===== src/sensor_cmd_pkg.sv =====
// constants, codes and types of the serial command port
// assumes a byte-wide uart on the same clock outside the command port
package sensor_cmd_pkg;

   // ------------------------------------------------------------------
   // characters and telegram lengths
   // ------------------------------------------------------------------
   localparam logic [7:0]  CH_CR      = 8'h0D;
   localparam logic [7:0]  CH_BANG    = 8'h21;
   localparam logic [7:0]  CH_ZERO    = 8'h30;
   localparam logic [7:0]  CH_NINE    = 8'h39;
   localparam logic [3:0]  LEN_QUERY  = 4'h4;
   localparam logic [3:0]  LEN_PARAM  = 4'h9;
   localparam logic [3:0]  LAST_CHAR  = 4'h9;

   // ------------------------------------------------------------------
   // command codes, two ascii letters
   // ------------------------------------------------------------------
   localparam logic [15:0] CMD_DM     = 16'h444D;
   localparam logic [15:0] CMD_RD     = 16'h5244;
   localparam logic [15:0] CMD_ID     = 16'h4944;
   localparam logic [15:0] CMD_KY     = 16'h4B59;
   localparam logic [15:0] CMD_TR     = 16'h5452;
   localparam logic [15:0] CMD_TT     = 16'h5454;
   localparam logic [15:0] CMD_XI     = 16'h5849;
   localparam logic [15:0] CMD_AA     = 16'h4141;
   localparam logic [15:0] CMD_AB     = 16'h4142;
   localparam logic [15:0] CMD_BR     = 16'h4252;
   localparam logic [15:0] CMD_AV     = 16'h4156;
   localparam logic [15:0] CMD_CE     = 16'h4345;

   // ------------------------------------------------------------------
   // modes, levels, error values (values are five bcd digits)
   // ------------------------------------------------------------------
   localparam logic [1:0]  DM_HALF_BUS = 2'h0;
   localparam logic [1:0]  DM_FULL_BUS = 2'h1;
   localparam logic [1:0]  DM_FULL_P2P = 2'h2;
   typedef enum logic [1:0] {
      LVL_ENQUIRY = 2'b00,
      LVL_USER    = 2'b01,
      LVL_CONFIG  = 2'b10
   } access_level_t;
   localparam logic [19:0] ERR_ACCESS   = 20'h0_0008;
   localparam logic [19:0] ERR_RANGE    = 20'h0_0016;
   localparam logic [19:0] ERR_CONFLICT = 20'h0_0032;
   localparam logic [19:0] KEY_ENQUIRY  = 20'h0_0000;
   localparam logic [19:0] KEY_USER     = 20'h0_0001;
   localparam logic [19:0] MAX_DM       = 20'h0_0002;
   localparam logic [19:0] MAX_ID       = 20'h0_0099;

   // ------------------------------------------------------------------
   // values after reset
   // ------------------------------------------------------------------
   localparam logic [7:0]  RST_ID  = 8'h00;
   localparam logic [1:0]  RST_DM  = DM_FULL_BUS;
   localparam logic [19:0] RST_VAL = 20'h0_0000;
   localparam logic [19:0] RST_BR  = 20'h0_0005;

   // ------------------------------------------------------------------
   // parameter store entries
   // ------------------------------------------------------------------
   localparam int          MEM_DEPTH = 2;
   localparam logic [0:0]  MEM_BR    = 1'h0;
   localparam logic [0:0]  MEM_AV    = 1'h1;

   // ------------------------------------------------------------------
   // timing
   // ------------------------------------------------------------------
   localparam int CLK_HZ     = 50_000_000;
   localparam int MS_CYCLES  = CLK_HZ / 1000;
   localparam int MINUTE_S   = 60;
   localparam int MINUTE_MS  = MINUTE_S * 1000;

   typedef enum logic [2:0] {
      ST_IDLE = 3'b000,
      ST_EVAL = 3'b001,
      ST_EXEC = 3'b010,
      ST_WAIT = 3'b011,
      ST_SEND = 3'b100
   } cmd_state_t;

endpackage : sensor_cmd_pkg


===== src/param_store_if.sv =====
// port between the command parser and its parameter store
// assumes both ends run on mclk_i
`timescale 1ns/1ps
`default_nettype none
interface param_store_if #(
   parameter int AW = 1,
   parameter int DW = 20
);
   logic [AW-1:0] addr;
   logic          we;
   logic [DW-1:0] wdata;
   logic [DW-1:0] rdata;
   modport ctrl (output addr, output we, output wdata, input rdata);
   modport store (input addr, input we, input wdata, output rdata);
endinterface : param_store_if
`default_nettype wire


===== src/param_store.sv =====
// small parameter store with registered read data
// assumes one clock and a synchronous reset to the default values
`timescale 1ns/1ps
`default_nettype none
module param_store
   import sensor_cmd_pkg::*;
#(
   parameter int DEPTH = MEM_DEPTH,
   parameter int DW    = 20
) (
   input  wire logic   mclk_i,
   input  wire logic   rst_i,
   param_store_if.store bus
);
   logic [DW-1:0] mem_q [DEPTH];

   // entries reset so that a read before any write returns the default
   for (genvar i = 0; i < DEPTH; i++) begin : g_entry
      always_ff @(posedge mclk_i) begin
         if (rst_i) begin
            mem_q[i] <= (i == int'(MEM_BR)) ? RST_BR : RST_VAL;
         end else if (bus.we && int'(bus.addr) == i) begin
            mem_q[i] <= bus.wdata;
         end
      end
   end

   always_ff @(posedge mclk_i) begin
      bus.rdata <= mem_q[bus.addr];
   end
endmodule : param_store
`default_nettype wire


===== src/sensor_serial_command_port.sv =====
// serial command interpreter: parses telegrams, replies after delay
// assumes a byte uart on mclk_i; ext_id_i and heat_req_i are raw pins
`timescale 1ns/1ps
`default_nettype none
module sensor_serial_command_port
   import sensor_cmd_pkg::*;
#(
   parameter int          MS_DIV       = MS_CYCLES,
   parameter int          MINUTE_TICKS = MINUTE_MS,
   parameter logic [19:0] CONFIG_KEY   = 20'h1_2345
) (
   input  wire logic        mclk_i,
   input  wire logic        rst_i,
   input  wire logic [7:0]  rx_data_i,
   input  wire logic        rx_valid_i,
   output logic      [7:0]  tx_data_o,
   output logic             tx_valid_o,
   input  wire logic        tx_ready_i,
   input  wire logic        tx_busy_i,
   input  wire logic        tel_busy_i,
   input  wire logic [7:0]  ext_id_i,
   input  wire logic        heat_req_i,
   output logic             driver_en_o,
   output logic             full_duplex_o,
   output logic      [1:0]  duplex_select_o,
   output logic      [7:0]  station_id_o,
   output access_level_t    access_level_o,
   output logic             periodic_en_o,
   output logic             data_tel_req_o,
   output logic      [19:0] data_tel_num_o,
   output logic             analog_rx_en_o,
   output logic             heat_ctrl_o
);

   // ------------------------------------------------------------------
   // helpers
   // ------------------------------------------------------------------
   function automatic logic is_digit(input logic [7:0] c);
      return (c >= CH_ZERO) && (c <= CH_NINE);
   endfunction : is_digit

   function automatic logic [16:0] bcd_to_bin(input logic [19:0] b);
      logic [16:0] r;
      r = 17'(b[19:16]) * 17'd10000 + 17'(b[15:12]) * 17'd1000
        + 17'(b[11:8]) * 17'd100 + 17'(b[7:4]) * 17'd10 + 17'(b[3:0]);
      return r;
   endfunction : bcd_to_bin

   // ------------------------------------------------------------------
   // state
   // ------------------------------------------------------------------
   cmd_state_t     state_q;
   logic [71:0]    buf_q;
   logic [3:0]     cnt_q;
   logic [15:0]    code_q;
   logic [19:0]    val_q;
   logic           has_val_q;
   logic           bad_q;
   logic [1:0]     boot_q;
   logic [7:0]     id_q;
   logic [1:0]     dm_q;
   logic [19:0]    rd_q;
   logic [19:0]    tt_q;
   logic [19:0]    xi_q;
   logic [19:0]    aa_q;
   logic [19:0]    ab_q;
   logic [19:0]    ky_q;
   access_level_t  level_q;
   logic [15:0]    rep_code_q;
   logic [19:0]    rep_val_q;
   logic           rep_tel_q;
   logic [16:0]    delay_q;
   logic [3:0]     idx_q;
   logic [15:0]    ms_cnt_q;
   logic           ms_tick_q;
   logic [16:0]    min_cnt_q;
   logic           minute_done_q;
   logic [7:0]     ext_meta_q;
   logic [7:0]     ext_sync_q;
   logic           heat_meta_q;
   logic           heat_sync_q;

   param_store_if #(.AW(1), .DW(20)) store_bus ();

   param_store #(.DEPTH(MEM_DEPTH), .DW(20)) u_store (
      .mclk_i (mclk_i),
      .rst_i  (rst_i),
      .bus    (store_bus.store)
   );

   // ------------------------------------------------------------------
   // receive field decode
   // ------------------------------------------------------------------
   wire        is_query   = (cnt_q == LEN_QUERY);
   wire        is_param   = (cnt_q == LEN_PARAM);
   wire [15:0] id_chars   = is_param ? buf_q[71:56] : buf_q[31:16];
   wire [15:0] code_chars = is_param ? buf_q[55:40] : buf_q[15:0];
   wire [19:0] par_bcd    = {buf_q[35:32], buf_q[27:24], buf_q[19:16],
                             buf_q[11:8], buf_q[3:0]};
   wire        par_digits = is_digit(buf_q[39:32]) && is_digit(buf_q[31:24])
                         && is_digit(buf_q[23:16]) && is_digit(buf_q[15:8])
                         && is_digit(buf_q[7:0]);
   wire        id_digits  = is_digit(id_chars[15:8]) && is_digit(id_chars[7:0]);
   wire [7:0]  id_bcd     = {id_chars[11:8], id_chars[3:0]};
   wire        id_match   = id_digits && (id_bcd == id_q);
   wire        frame_ok   = (is_query || is_param) && id_match;
   wire        half_mode  = (dm_q == DM_HALF_BUS);
   wire        p2p_mode   = (dm_q == DM_FULL_P2P);
   // own echo on the shared pair is not a command
   wire        rx_take    = rx_valid_i && (state_q == ST_IDLE)
                         && !(half_mode && driver_en_o);
   wire        rx_cr      = rx_take && (rx_data_i == CH_CR);

   // ------------------------------------------------------------------
   // command decode and checks
   // ------------------------------------------------------------------
   wire c_dm = (code_q == CMD_DM);
   wire c_rd = (code_q == CMD_RD);
   wire c_id = (code_q == CMD_ID);
   wire c_ky = (code_q == CMD_KY);
   wire c_tr = (code_q == CMD_TR);
   wire c_tt = (code_q == CMD_TT);
   wire c_xi = (code_q == CMD_XI);
   wire c_aa = (code_q == CMD_AA);
   wire c_ab = (code_q == CMD_AB);
   wire c_br = (code_q == CMD_BR);
   wire c_av = (code_q == CMD_AV);
   wire known = c_dm | c_rd | c_id | c_ky | c_tr | c_tt | c_xi | c_aa
              | c_ab | c_br | c_av;
   wire nonzero = (val_q != RST_VAL);
   wire half_only_set = (xi_q != RST_VAL) || (aa_q != RST_VAL)
                     || (ab_q != RST_VAL);
   // key and telegram requests are enquiry level; other writes need user
   wire access_level_t req_lvl = (has_val_q && !c_ky && !c_tr)
                               ? LVL_USER : LVL_ENQUIRY;
   wire err_access = (level_q < req_lvl);
   wire ky_bad = c_ky && !(val_q == KEY_ENQUIRY || val_q == KEY_USER
                          || val_q == CONFIG_KEY);
   wire err_range = has_val_q && (bad_q || (c_dm && val_q > MAX_DM)
                 || (c_id && val_q > MAX_ID) || ky_bad);
   wire err_conflict = has_val_q && nonzero
                    && (((c_xi || c_aa || c_ab) && !half_mode)
                        || (c_dm && half_only_set));
   wire [19:0] err_val = err_access   ? ERR_ACCESS :
                         err_range    ? ERR_RANGE  : ERR_CONFLICT;
   wire any_err = err_access || err_range || err_conflict;
   wire do_write = has_val_q && !any_err;
   wire [19:0] cur_val = c_dm ? {18'h0_0000, dm_q} :
                         c_rd ? rd_q :
                         c_id ? {12'h000, id_q} :
                         c_ky ? ky_q :
                         c_tt ? tt_q :
                         c_xi ? xi_q :
                         c_aa ? aa_q :
                         c_ab ? ab_q : store_bus.rdata;
   wire exec_now = (state_q == ST_EXEC);

   assign store_bus.addr  = c_av ? MEM_AV : MEM_BR;
   assign store_bus.we    = exec_now && do_write && (c_br || c_av);
   assign store_bus.wdata = val_q;

   // ------------------------------------------------------------------
   // reply character select
   // ------------------------------------------------------------------
   wire [3:0]  next_idx = idx_q + 4'h1;
   wire        tx_fire  = tx_valid_o && tx_ready_i;
   wire        wait_end = (state_q == ST_WAIT) && (delay_q == 17'h0_0000);
   wire        to_send  = wait_end && !rep_tel_q;

   function automatic logic [7:0] char_at(input logic [3:0] i,
      input logic [7:0] id, input logic [15:0] cd, input logic [19:0] v);
      logic [7:0] c;
      c = CH_BANG;
      unique case (i)
         4'h0: c = CH_BANG;
         4'h1: c = CH_ZERO | {4'h0, id[7:4]};
         4'h2: c = CH_ZERO | {4'h0, id[3:0]};
         4'h3: c = cd[15:8];
         4'h4: c = cd[7:0];
         4'h5: c = CH_ZERO | {4'h0, v[19:16]};
         4'h6: c = CH_ZERO | {4'h0, v[15:12]};
         4'h7: c = CH_ZERO | {4'h0, v[11:8]};
         4'h8: c = CH_ZERO | {4'h0, v[7:4]};
         4'h9: c = CH_ZERO | {4'h0, v[3:0]};
         default: c = CH_BANG;
      endcase
      return c;
   endfunction : char_at

   // ------------------------------------------------------------------
   // timebase and pin synchronisers
   // ------------------------------------------------------------------
   always_ff @(posedge mclk_i) begin
      if (rst_i || ms_cnt_q == 16'(MS_DIV - 1)) begin
         ms_cnt_q  <= 16'h0000;
         ms_tick_q <= !rst_i;
      end else begin
         ms_cnt_q  <= ms_cnt_q + 16'h0001;
         ms_tick_q <= 1'b0;
      end
   end

   always_ff @(posedge mclk_i) begin
      ext_meta_q  <= ext_id_i;
      ext_sync_q  <= ext_meta_q;
      heat_meta_q <= heat_req_i;
      heat_sync_q <= heat_meta_q;
      heat_ctrl_o <= !rst_i && heat_sync_q;
   end

   // one minute hold-off, restarted by reset or a periodic setting
   always_ff @(posedge mclk_i) begin
      if (rst_i || (exec_now && do_write && c_tt)) begin
         min_cnt_q     <= 17'h0_0000;
         minute_done_q <= 1'b0;
      end else if (ms_tick_q && !minute_done_q) begin
         min_cnt_q     <= min_cnt_q + 17'h0_0001;
         minute_done_q <= (min_cnt_q == 17'(MINUTE_TICKS - 1));
      end
   end

   // ------------------------------------------------------------------
   // line driver and mode outputs
   // ------------------------------------------------------------------
   always_ff @(posedge mclk_i) begin
      if (rst_i) begin
         driver_en_o    <= 1'b0;
         periodic_en_o  <= 1'b0;
         analog_rx_en_o <= 1'b0;
      end else begin
         driver_en_o    <= p2p_mode || to_send || (state_q == ST_SEND)
                        || tx_busy_i || tel_busy_i;
         periodic_en_o  <= (tt_q != RST_VAL)
                        && (!half_mode || minute_done_q);
         analog_rx_en_o <= half_mode && ((aa_q != RST_VAL)
                        || (ab_q != RST_VAL));
      end
   end

   assign duplex_select_o = dm_q;
   assign station_id_o    = id_q;
   assign access_level_o  = level_q;

   // ------------------------------------------------------------------
   // receive buffer
   // ------------------------------------------------------------------
   always_ff @(posedge mclk_i) begin
      if (rst_i || rx_cr) begin
         buf_q <= 72'h0;
         cnt_q <= 4'h0;
      end else if (rx_take && cnt_q <= LEN_PARAM) begin
         // overlong input stays counted and is dropped at the return
         buf_q <= {buf_q[63:0], rx_data_i};
         cnt_q <= cnt_q + 4'h1;
      end
   end

   // ------------------------------------------------------------------
   // settings
   // ------------------------------------------------------------------
   always_ff @(posedge mclk_i) begin
      if (rst_i) begin
         id_q    <= RST_ID;
         dm_q    <= RST_DM;
         full_duplex_o <= 1'b1;
         rd_q    <= RST_VAL;
         tt_q    <= RST_VAL;
         xi_q    <= RST_VAL;
         aa_q    <= RST_VAL;
         ab_q    <= RST_VAL;
         ky_q    <= KEY_ENQUIRY;
         level_q <= LVL_ENQUIRY;
      end else if (exec_now && do_write) begin
         if (c_dm) dm_q <= val_q[1:0];
         // flag moves in the same cycle as the selection it mirrors
         if (c_dm) full_duplex_o <= (val_q[1:0] != DM_HALF_BUS);
         if (c_rd) rd_q <= val_q;
         if (c_tt) tt_q <= val_q;
         if (c_aa) aa_q <= val_q;
         if (c_ab) ab_q <= val_q;
         if (c_xi) xi_q <= val_q;
         if (c_id) id_q <= val_q[7:0];
         // pin read-in only reaches here in half duplex
         if (c_xi && nonzero) id_q <= ext_sync_q;
         if (c_ky) begin
            ky_q    <= val_q;
            level_q <= (val_q == KEY_ENQUIRY) ? LVL_ENQUIRY :
                       (val_q == KEY_USER)    ? LVL_USER : LVL_CONFIG;
         end
      end
   end

   // ------------------------------------------------------------------
   // command sequencer
   // ------------------------------------------------------------------
   always_ff @(posedge mclk_i) begin
      if (rst_i) begin
         state_q        <= ST_IDLE;
         boot_q         <= 2'h0;
         code_q         <= CMD_BR;
         val_q          <= RST_VAL;
         has_val_q      <= 1'b0;
         bad_q          <= 1'b0;
         rep_code_q     <= CMD_BR;
         rep_val_q      <= RST_VAL;
         rep_tel_q      <= 1'b0;
         delay_q        <= 17'h0_0000;
         idx_q          <= 4'h0;
         tx_data_o      <= CH_BANG;
         tx_valid_o     <= 1'b0;
         data_tel_req_o <= 1'b0;
         data_tel_num_o <= RST_VAL;
      end else begin
         data_tel_req_o <= 1'b0;
         unique case (state_q)
            ST_IDLE: begin
               if (boot_q != 2'h2) begin
                  // start-up announcement of baud and duplex settings
                  code_q    <= (boot_q == 2'h0) ? CMD_BR : CMD_DM;
                  has_val_q <= 1'b0;
                  bad_q     <= 1'b0;
                  boot_q    <= boot_q + 2'h1;
                  state_q   <= ST_EVAL;
               end else if (rx_cr && frame_ok) begin
                  code_q    <= code_chars;
                  val_q     <= par_bcd;
                  has_val_q <= is_param;
                  bad_q     <= is_param && !par_digits;
                  state_q   <= ST_EVAL;
               end
            end
            ST_EVAL: begin
               state_q <= ST_EXEC;
            end
            ST_EXEC: begin
               rep_tel_q  <= (c_tr || c_tt) && !any_err;
               rep_code_q <= any_err ? CMD_CE : code_q;
               rep_val_q  <= any_err ? err_val :
                             has_val_q ? val_q : cur_val;
               data_tel_num_o <= has_val_q ? val_q : tt_q;
               delay_q    <= bcd_to_bin(rd_q);
               state_q    <= known ? ST_WAIT : ST_IDLE;
            end
            ST_WAIT: begin
               if (wait_end) begin
                  data_tel_req_o <= rep_tel_q;
                  idx_q          <= 4'h0;
                  tx_data_o      <= char_at(4'h0, id_q, rep_code_q,
                                            rep_val_q);
                  tx_valid_o     <= !rep_tel_q;
                  state_q        <= rep_tel_q ? ST_IDLE : ST_SEND;
               end else if (ms_tick_q) begin
                  delay_q <= delay_q - 17'h0_0001;
               end
            end
            ST_SEND: begin
               if (tx_fire) begin
                  if (idx_q == LAST_CHAR) begin
                     tx_valid_o <= 1'b0;
                     state_q    <= ST_IDLE;
                  end else begin
                     idx_q     <= next_idx;
                     tx_data_o <= char_at(next_idx, id_q, rep_code_q,
                                          rep_val_q);
                  end
               end
            end
            default: begin
               state_q <= ST_IDLE;
            end
         endcase
      end
   end

endmodule : sensor_serial_command_port
`default_nettype wire


===== config.mk =====
export PLATFORM = sky130hd
export DESIGN_NAME = sensor_serial_command_port
export DESIGN_NICKNAME = d
export VERILOG_FILES = /design/src/sensor_cmd_pkg.sv /design/src/param_store_if.sv /design/src/param_store.sv /design/src/sensor_serial_command_port.sv
export SDC_FILE = /design/constraint.sdc
export NUM_CORES = 1
export LEC_CHECK = 0
export BUFFER_PORTS_ARGS = -buffer_cell sky130_fd_sc_hd__clkbuf_2
export CORE_UTILIZATION = 30
export CTS_CLUSTER_DIAMETER = 150
export DETAILED_ROUTE_END_ITERATION = 7
export PLACE_DENSITY = 0.42
export SLEW_MARGIN = 25
export SYNTH_ARGS = -nofsm -noshare
export SYNTH_HDL_FRONTEND = slang
export SYNTH_SLANG_ARGS = --single-unit

===== constraint.sdc =====
create_clock -name mclk_i -period 8.1 [get_ports mclk_i]
set_clock_uncertainty 0.1 [all_clocks]
set_input_delay 2.025 -clock mclk_i [delete_from_list [all_inputs] [get_ports mclk_i]]
set_output_delay 2.025 -clock mclk_i [all_outputs]
set_load 0.005 [all_outputs]

======== After elaboration in Yosys (flattened, before gate mapping) ========
Memories as Yosys holds them, arrays and structs flattened. A register that Yosys moved wholly into a read port is not among the register bits.
Cells that the tools add are included.
Widths: inputs -> output; s select.
word-level totals
  register bits after elaboration ......... 397
  bits in writable memories ............... 40
  input port bits ......................... 23
  output and inout bits ................... 47
  word-level logic and storage cells ...... 304
  memories kept ........................... 1
memories
  name           depth  bits a word  read ports  clocked after memory_dff  write ports  line               text
  u_store.mem_q  2      20           1           1                         2            param_store.sv:15  logic [DW-1:0] mem_q [DEPTH];
cells by class
  add/subtract/negate cells ............... 10
  multipliers ............................. 4
  magnitude comparators ................... 18
  eq/ne operators ......................... 42
  mux-type cells .......................... 63
  bitwise logic cells ..................... 16
  reduce and logical (&&, ||, !) cells .... 111
operator list
  cell                   count
  $mux 20                13
  $eq 16x15->1 const B   11
  $reduce_bool 20->1     5
  $mux 16                5
  $pmux 8 s9             1
  $ge 8x6->1 const B     7
  $le 8x6->1 const B     7
  $logic_and 1x1->1      46
  $mux 8                 5
  $mux 17                2
  $pmux 17 s2            1
  $logic_or 1x1->1       24
  $eq 20x1->1 const B    1
  $eq 20x17->1 const B   1
  $eq 4x3->1 const B     5
  $gt 20x2->1 const B    1
  $gt 20x8->1 const B    1
  $logic_not 20->1       1
  $reduce_and 2->1       10
  $mux 3                 6
  $add 17x1->17 const B  1
  $add 17x11->17         1
  $add 17x14->17         1
  $add 17x4->17          1
  44 further kinds       107

======== Depth between registers and ports, before layout ========
Gate-level depths: netlist of run 1.
  depth in word-level cells ............... 18
  mapped depth ............................ 21
  depth with buffers taken out ............ 21

======== Hierarchy ========
From an unflattened synthesis of run 1, not the netlist that was laid out.
unflattened totals
  cells, all modules ...................... 2485
  area total of the unflattened synthesis .. 22261.4 um^2
modules (own cells, without submodules)
  module                      instances  cells an instance  area an instance (um^2)  sequential area each (um^2)
  sensor_serial_command_port  1          2335               20075.5                  7947.6
  param_store                 1          150                2185.8                   1601.5

======== Least setup slack after synthesis of run 1 ========
Ideal clock, no wire load.
  path type ............................... reg-to-reg
  start point ............................. register rd_q[14]
  end point ............................... register delay_q[16]
  library setup time ...................... 117 ps
  data arrival time ....................... 4894 ps
  required time ........................... 7883 ps
  slack ................................... 2988 ps
  stages on the path, launching flop included .. 17
  path buffers ............................ 0
  clock period less this slack ............ 5112 ps
  cell sequence ........................... dfxtp_1 -> ha_1 -> fa_1 -> inv_1 -> fa_1 -> fa_1 -> fa_1 -> inv_1 -> ha_1 -> and3_1 -> a221o_1 -> o41ai_1 -> o211a_1 -> a21oi_1 -> a21oi_1 -> xnor2_1 -> a32o_1
between the ends
  word-level cells in the longest chain between the ends .. 6
ends and longest elaborated chain
  item                    line                               text
  from (decl)             sensor_serial_command_port.sv:62   logic [19:0] rd_q;
  from (signal assigned)  sensor_serial_command_port.sv:277  if (c_rd) rd_q <= val_q;
  $mul 4x7->11            sensor_serial_command_port.sv:44   r = 17'(b[19:16]) * 17'd10000 + 17'(b[15:12]) * 17'd1000
  $add 17x14->17          sensor_serial_command_port.sv:44
  $add 17x11->17          sensor_serial_command_port.sv:45   + 17'(b[11:8]) * 17'd100 + 17'(b[7:4]) * 17'd10 + 17'(b[3:0]);
  $add 17x8->17           sensor_serial_command_port.sv:45
  $add 17x4->17           sensor_serial_command_port.sv:45
  $pmux 17 s2             sensor_serial_command_port.sv:315  unique case (state_q)
  to (signal assigned)    sensor_serial_command_port.sv:341  delay_q <= bcd_to_bin(rd_q);
  to (signal assigned)    sensor_serial_command_port.sv:353  delay_q <= delay_q - 17'h0_0001;
  to (decl)               sensor_serial_command_port.sv:72   logic [16:0] delay_q;
No other way between the ends.
A chain may end at the register's enable or synchronous reset.

======== Final worst setup path of run 1 ========
  start point ............................. register rd_q[13]
  end point ............................... register delay_q[16]
The elaborated chain is that of the path after synthesis.

==> key figures, run 1 <==
Drt
  – Vias/cell: 5.23
  – Vias: 18151
  – DRC viols: 0
  – Routed Antenna Nets: 0
  – Final wirelength: 75.1 mm
  – First-pass DRT Iterations: 5
  – Iteration-0 DRC Markers: 1389
  – Routed len/inst: 21.6 microns

Worst hold path
  – Min-delay worst type: flop to flop
  – Worst hold stages: 0

Power and ir drop
  – Pint: 4.09 mW
  – Power after layout: 5.79 mW
  – Share of total power in the clock network: 41.0%
  – Pwr Density: 232 nW/um^2
  – Worst vdd ir: 167 uV
  – Static Leakage: 10.4 nW
  – Flop pwr share: 43.8%
  – P_sw: 1.71 mW
  – Switching Share: 29.5%
  – Combinational fraction of design power: 15.2%

Place
  – Dpl hpwl: 53.6 mm
  – Port buffer count: 69
  – GP Congestion: 0.921
  – Pre-CTS WS: 2580 ps

Flow run
  – Max Cap Viol: 0

CTS
  – CTS Hold Bufs: 0
  – Clock Path Buffers: 3
  – H-tree depth: 2
  – Root Driver: clkbuf_16
  – Post-CTS setup buffers: 0
  – Clk sinks: 457
  – Clk_lat worst skew: 610 ps
  – Post-CTS Resized: 0
  – CTS tree: yes
  – Num CTS Buffers: 52
  – Clock Pin Slew Worst Setup and Hold Paths: 60 ps

Final layout
  – Most frequent cells in the layout: dfxtp_1 (417), nand2_1 (355), nor2_1 (279)
  – Nets: 2610
  – ANT cells: 0
  – Syn-to-layout area delta: 13.8%
  – Layout cells sized above 1: 10.3%
  – Commonest non-fill, non-tap cell in the layout: dfxtp_1

STA
  – Final period utilization: 68.6%
  – Fmax: 0.180 GHz
  – Minimum clock period: 5560 ps
  – Worst setup margin: 2540 ps
  – Setup violators final: 0
  – RSZ-0062 raised after global routing: no
  – Setup_tns: 0 ps
  – Final hold vios: 0
  – Worst slew margin: 26.9%
  – Worst-Margin Slew: 1090 ps
  – Fin. max-slew vios: 0

Synthesis
  – Synth Net Count: 2602
  – Yosys reg bits: 457
  – Synth Instances: 2474
  – Seq/Total Area, Yosys: 43.5%
  – Synth top area cells: dfxtp_1 (38%), mux2i_1 (7.4%), nand2_1 (6.1%), edfxtp_1 (5.5%), nor2_1 (4.8%)
  – Synthesized cell area: 22000 sq um
  – Synth cell types: 80
  – Share of the synthesized area in the top cell type: 38.0%
  – Post-synth ARST share: 0%
  – Avg Cell Area, Syn: 8.87 sq um
  – Area leader, netlist: dfxtp_1
  – Number of synthesized flops with an enable pin: 40
  – Yosys Warn Count: 0
  – Ys flop type: dfxtp_1

Critical path
  – R2R depth: 16
  – CP endpoint: delay_q[16]
  – Critical path class: flop to flop
  – CP endpoint kind: flop
  – R2R Setup Slk: 2540 ps
  – CP startpoint: rd_q[13]
  – Critical Path Source Type: flop
  – CP Max Fanout: 8
  – Worst reg2reg endpoint: delay_q[16]
  – Worst reg2reg startpoint: rd_q[13]
  – Critical Path AT: 5950 ps
  – Worst EP required: 8490 ps

Global route
  – Antenna violations before repair: 2
  – Global-route wire length before repair: 113 mm
  – Remaining global-route overflow: 0
  – Gr usage total: 20.1%
  – Largest net degree at the start of global routing: 82
  – Vias in the first global route: 17671

Die
  – Std cell rows: 98
  – Die Ht: 273 microns
  – Starting density of the core: 30.5%
  – Ports: 70
  – Die width: 273 microns
  – Core area: 72000 sq um
  – DIE AREA: 74300 sq um

Outcome
  – Status: complete, no violations
[cell families (layout without fill, tap and decap cells)]
group	after synthesis	count (layout)	share of synthesized area [%]
muxes	193	193	9.02
adders and majority gates	105	105	6.91
DFF	457	457	43.5
and+or+nand+nor	966	966	20.5
xor gates and xnor gates	64	64	2.55
AOI/OAI and AO/OA	451	451	13.3
buffers and inverters	238	284	4.23
[worst max-delay path, cell delays in order (launching register included)]
cell and delay (ps):
dfxtp_1 540, ha_1 310, fa_1 540, inv_1 70, fa_1 570, fa_1 460
fa_1 550, inv_1 40, ha_1 330, and3_1 200, a221o_1 350, o41ai_1 540
o211a_1 270, a21oi_1 80, a21oi_1 190, xnor2_1 80, a32o_1 200
[power groups by stage]
stage | Combinational [mW] | Sequential (mW) | Clock, mW
final | 0.878 | 2.54 | 2.38
after global routing | 0.980 | 2.56 | 2.53
after CTS | 0.888 | 2.54 | 2.45
after detailed placement | 0.883 | 2.59 | 0
after global placement | 0.872 | 2.58 | 0
after floorplan | 0.622 | 2.53 | 0
[flip-flops by register name, indices dropped and copies added (netlist names), 3 cells and up]
name,cells
buf_q,72
u_store.mem_q,40
aa_q,20
ab_q,20
data_tel_num_o,20
ky_q,20
rd_q,20
rep_val_q,20
store_bus.wdata,20
tt_q,20
u_store.bus.rdata,20
xi_q,20
delay_q,17
min_cnt_q,17
code_q,16
ms_cnt_q,16
rep_code_q,16
ext_meta_q,8
ext_sync_q,8
station_id_o,8
tx_data_o,8
cnt_q,4
idx_q,4
state_q,3
[synthesized netlist by cell type (23+ instances only)]
library cell,n
a21oi_1,157
a22oi_1,25
a311oi_1,24
and2_1,59
buf_2,23
clkbuf_1,126
dfxtp_1,417
edfxtp_1,40
fa_1,27
ha_1,78
inv_1,72
mux2_2,29
mux2i_1,163
nand2_1,355
nand3_1,54
nand4_1,32
nor2_1,281
nor3_1,34
nor4_1,35
o21ai_0,85
xnor2_1,41
xor2_1,23
[metal layers]
| layer | GRT usage, % | up-vias | wire (microns) |
|---|---|---|---|
| met1 | 28.6 | 8850 | 35700 |
| met4 | 5.78 | 2 | 1820 |
| li1 | - | 8698 | - |
| met5 | 0 | - | 13 |
| met3 | 2.96 | 108 | 4180 |
| met2 | 31.2 | 493 | 33400 |
[through the flow]
stage                     area [sq um]  utilization, %  hold slack [ps]  cells
final                            25000            34.7              220   3470
after floorplan                  22000               -              210   2474
after global placement           23300            32.3              215   3378
after detailed placement         23300            32.3              214   3378
after CTS                        25000            34.7              226   3470
after global routing             25000            34.7              234   3470
[worst min path at each step]
stage,start,endpoint,slack [ps]
floorplan,ext_meta_q[0],ext_sync_q[0],210
global placement,ext_meta_q[2],ext_sync_q[2],220
detailed placement,heat_meta_q,heat_sync_q,210
CTS,ext_meta_q[7],ext_sync_q[7],230
global route,ext_meta_q[7],ext_sync_q[7],230
finish,ext_meta_q[7],ext_sync_q[7],220
[final cells by class]
cell class | instances | area (sq um)
Multi-Input combinational cell | 1779 | 11600
Inverter | 73 | 274
Sequential cell | 457 | 9550
Clock buffer | 77 | 1500
Clock inverter | 15 | 199
Fill cell | 7383 | 47000
Timing Repair Buffer | 119 | 727
Tap cell | 950 | 1190
Note: power is estimated with default switching activity, not from simulation.
==> run 2: changes to the inputs <==
PLACE_DENSITY = 0.44   (was 0.42)
clock period = 5 ns   (was 8.1 ns; I/O delays follow)
==> run 2 against run 1 <==
  * Sequential power is 62% higher
  * Sequential cell count stayed put
  * Routed wire length hardly changed
  * Register-to-register slack worse by 2400 ps
  * Via count is 1.0% higher
  * Worst hold slack better by 5.0 ps
  * Sequential share of layout area is 1.2 points lower
  * Critical path depth is 1 higher
  * Design area is 3.2% higher
  * Critical endpoint unchanged
==> key figures, run 2 (synthesized netlist as in run 1, its figures left out) <==
Power and ir drop
  – Share of total power in the clock network: 41.4% (+0.4 points)
  – Static Leakage: 10.7 nW (+2.6%)
  – Pwr Density: 371 nW/um^2 (+60%)
  – Worst vdd ir: 251 uV (+50%)
  – Pint: 6.71 mW (+64%)
  – Combinational fraction of design power: 15.6% (+0.4 points)
  – P_sw: 2.85 mW (+67%)
  – Switching Share: 29.8% (+0.36 points)
  – Flop pwr share: 43.1% (-0.7 points)

Final layout
  – Commonest non-fill, non-tap cell in the layout: dfxtp_1
  – Max FFs per register: 72 (unchanged)
  – Layout cells sized above 1: 13.8% (+3.5 points)
  – Biggest regs: buf_q (72), u_store.mem_q (40)
  – Syn-to-layout area delta: 17.4%
  – Nets: 2653 (+1.6%)
  – Final core occ: 35.8% (+1.1 points)
  – Post-route cell area: 25800 sq um (+3.2%)
  – Most frequent cells in the layout: dfxtp_1 (415), nand2_1 (355), nor2_1 (276)
  – Biggest register: buf_q
  – ANT cells: 0 (unchanged)

Drt
  – Routed len/inst: 21.4 microns (-1.3%)
  – Routed Antenna Nets: 0 (unchanged)
  – Vias: 18333 (+1.0%)
  – Final wirelength: 75.2 mm (about the same)
  – First-pass DRT Iterations: 8 (+3)
  – DRC viols: 0 (unchanged)
  – Vias/cell: 5.21 (-0.43%)
  – Iteration-0 DRC Markers: 1432 (+3.1%)

STA
  – Fin. max-slew vios: 0 (unchanged)
  – Final hold vios: 0 (unchanged)
  – Final period utilization: 96.2% (+28 points)
  – Fmax: 0.208 GHz (+16%)
  – Setup violators final: 0 (unchanged)
  – Minimum clock period: 4810 ps (-748 ps)
  – Worst-Margin Slew: 1100 ps (+13.1 ps)
  – Worst hold slack: 225 ps (+4.99 ps)
  – Worst slew margin: 25.6% (-1.3 points)

Global route
  – Largest net degree at the start of global routing: 83 (+1.2%)
  – Antenna violations before repair: 2 (unchanged)
  – Gr usage total: 20.1% (about the same)
  – Vias in the first global route: 17881 (+1.2%)
  – Remaining global-route overflow: 0 (unchanged)
  – Global-route wire length before repair: 114 mm (+0.48%)

Worst hold path
  – Min-delay worst type: flop to flop
  – Worst hold stages: 0 (unchanged)

Critical path
  – R2R depth: 17 (+1)
  – Worst EP required: 5400 ps (-3090 ps)
  – Critical Path AT: 5220 ps (-730 ps)
  – Critical path class: flop to flop
  – CP Max Fanout: 5 (-3)
  – Critical Path Source Type: flop
  – CP endpoint kind: flop

CTS
  – Clk sinks: 457 (unchanged)
  – H-tree depth: 2 (unchanged)
  – Root Driver: clkbuf_16
  – CTS Hold Bufs: 0 (unchanged)
  – Clock Path Buffers: 3 (unchanged)
  – Clk_lat worst skew: 620 ps (about the same)
  – Num CTS Buffers: 54 (+3.8%)
  – Clock Pin Slew Worst Setup and Hold Paths: 60 ps (about the same)
  – CTS tree: yes

Die
  – Std cell rows: 98 (unchanged)
  – Starting density of the core: 30.5% (unchanged)
  – DIE AREA: 74300 sq um (unchanged)
  – Die width: 273 microns (unchanged)
  – Ports: 70 (unchanged)
  – Core area: 72000 sq um (unchanged)
  – Die Ht: 273 microns (unchanged)

Outcome
  – Status: complete, no violations

Place
  – Dpl hpwl: 53.8 mm (+0.42%)
  – Cell area after placement: 23600 sq um (+1.4%)
  – GP Congestion: 0.917 (-0.37%)
  – Port buffer count: 69 (unchanged)

Flow run
  – Max Cap Viol: 0 (unchanged)
run 2: cell count changes in the layout (fill, tap and decap cells not counted), moves of 4 or more:
cell / previous run / this run
a21oi_1: 156 / 152
buf_4: 50 / 86
clkbuf_1: 15 / 11
clkbuf_8: 10 / 14
clkinv_2: 6 / 12
ha_1: 78 / 62
ha_4: 0 / 15
o21ai_0: 82 / 78
run 2: what timing repair did:
action                                  CTS  global route
cloned                                    0             0
endpoints found under the setup margin    6             7
gates resized for setup                  16            44
buffers inserted                          1             2
pin swaps                                11            41
run 2: power groups by stage:
| stage | Clock [mW] | Sequential, mW | Combinational, mW |
|---|---|---|---|
| after floorplan | 0 | 4.10 | 1.01 |
| after global placement | 0 | 4.19 | 1.45 |
| after detailed placement | 0 | 4.20 | 1.46 |
| after CTS | 4.06 | 4.12 | 1.47 |
| after global routing | 4.21 | 4.14 | 1.66 |
| final | 3.96 | 4.12 | 1.49 |
run 2: path summary, 6_finish.rpt:
kind                       from       endpoint  slack (ps)
setup / recovery       rd_q[13]    delay_q[16]         190
hold / removal    ext_meta_q[7]  ext_sync_q[7]         220
setup reg to reg       rd_q[13]    delay_q[16]         190
hold reg to reg   ext_meta_q[7]  ext_sync_q[7]         220
run 2: cell type report:
class,count,area [sq um]
clock inverter,22,215
sequential,457,9560
inverter,73,274
clock buffer,79,1590
timing repair buffer,160,1080
multi-input combinational,1779,11900
tap,950,1190
fill,7253,46200
run 2: routing by layer:
layer / GRT usage (%) / wire [microns] / part of all wire, % / up-vias
li1: - / - / - / 8781
met3: 3.24 / 4090 / 5.4 / 117
met2: 31.2 / 33400 / 44 / 487
met5: 0 / 13 / 0.017 / -
met4: 5.66 / 1930 / 2.6 / 2
met1: 28.5 / 35800 / 48 / 8946
run 2: worst max-delay path, stage by stage, from the launching register on:
cell and delay (ps):
dfxtp_4 360, buf_6 120, ha_4 150, fa_1 520
inv_2 50, fa_1 560, fa_1 450, fa_1 520
inv_2 50, ha_4 220, and3_4 170, a221o_1 370
o41ai_4 260, o211a_1 240, a21oi_1 70, a21oi_1 180
xnor2_1 90, a32o_1 220
run 2: stage by stage:
step | setup WS [ps] | total power, mW | cells | TNS (ps)
6_report | 188 | 9.57 | 3520 | 0
5_1_grt | -3.31 | 10.0 | 3520 | -3.31
4_1_cts | 3.39 | 9.64 | 3519 | 0
3_5_place_dp | -250 | 5.66 | 3417 | -437
3_3_place_gp | -116 | 5.64 | 3417 | -216
2_1_floorplan | 27.6 | 5.11 | 2474 | 0
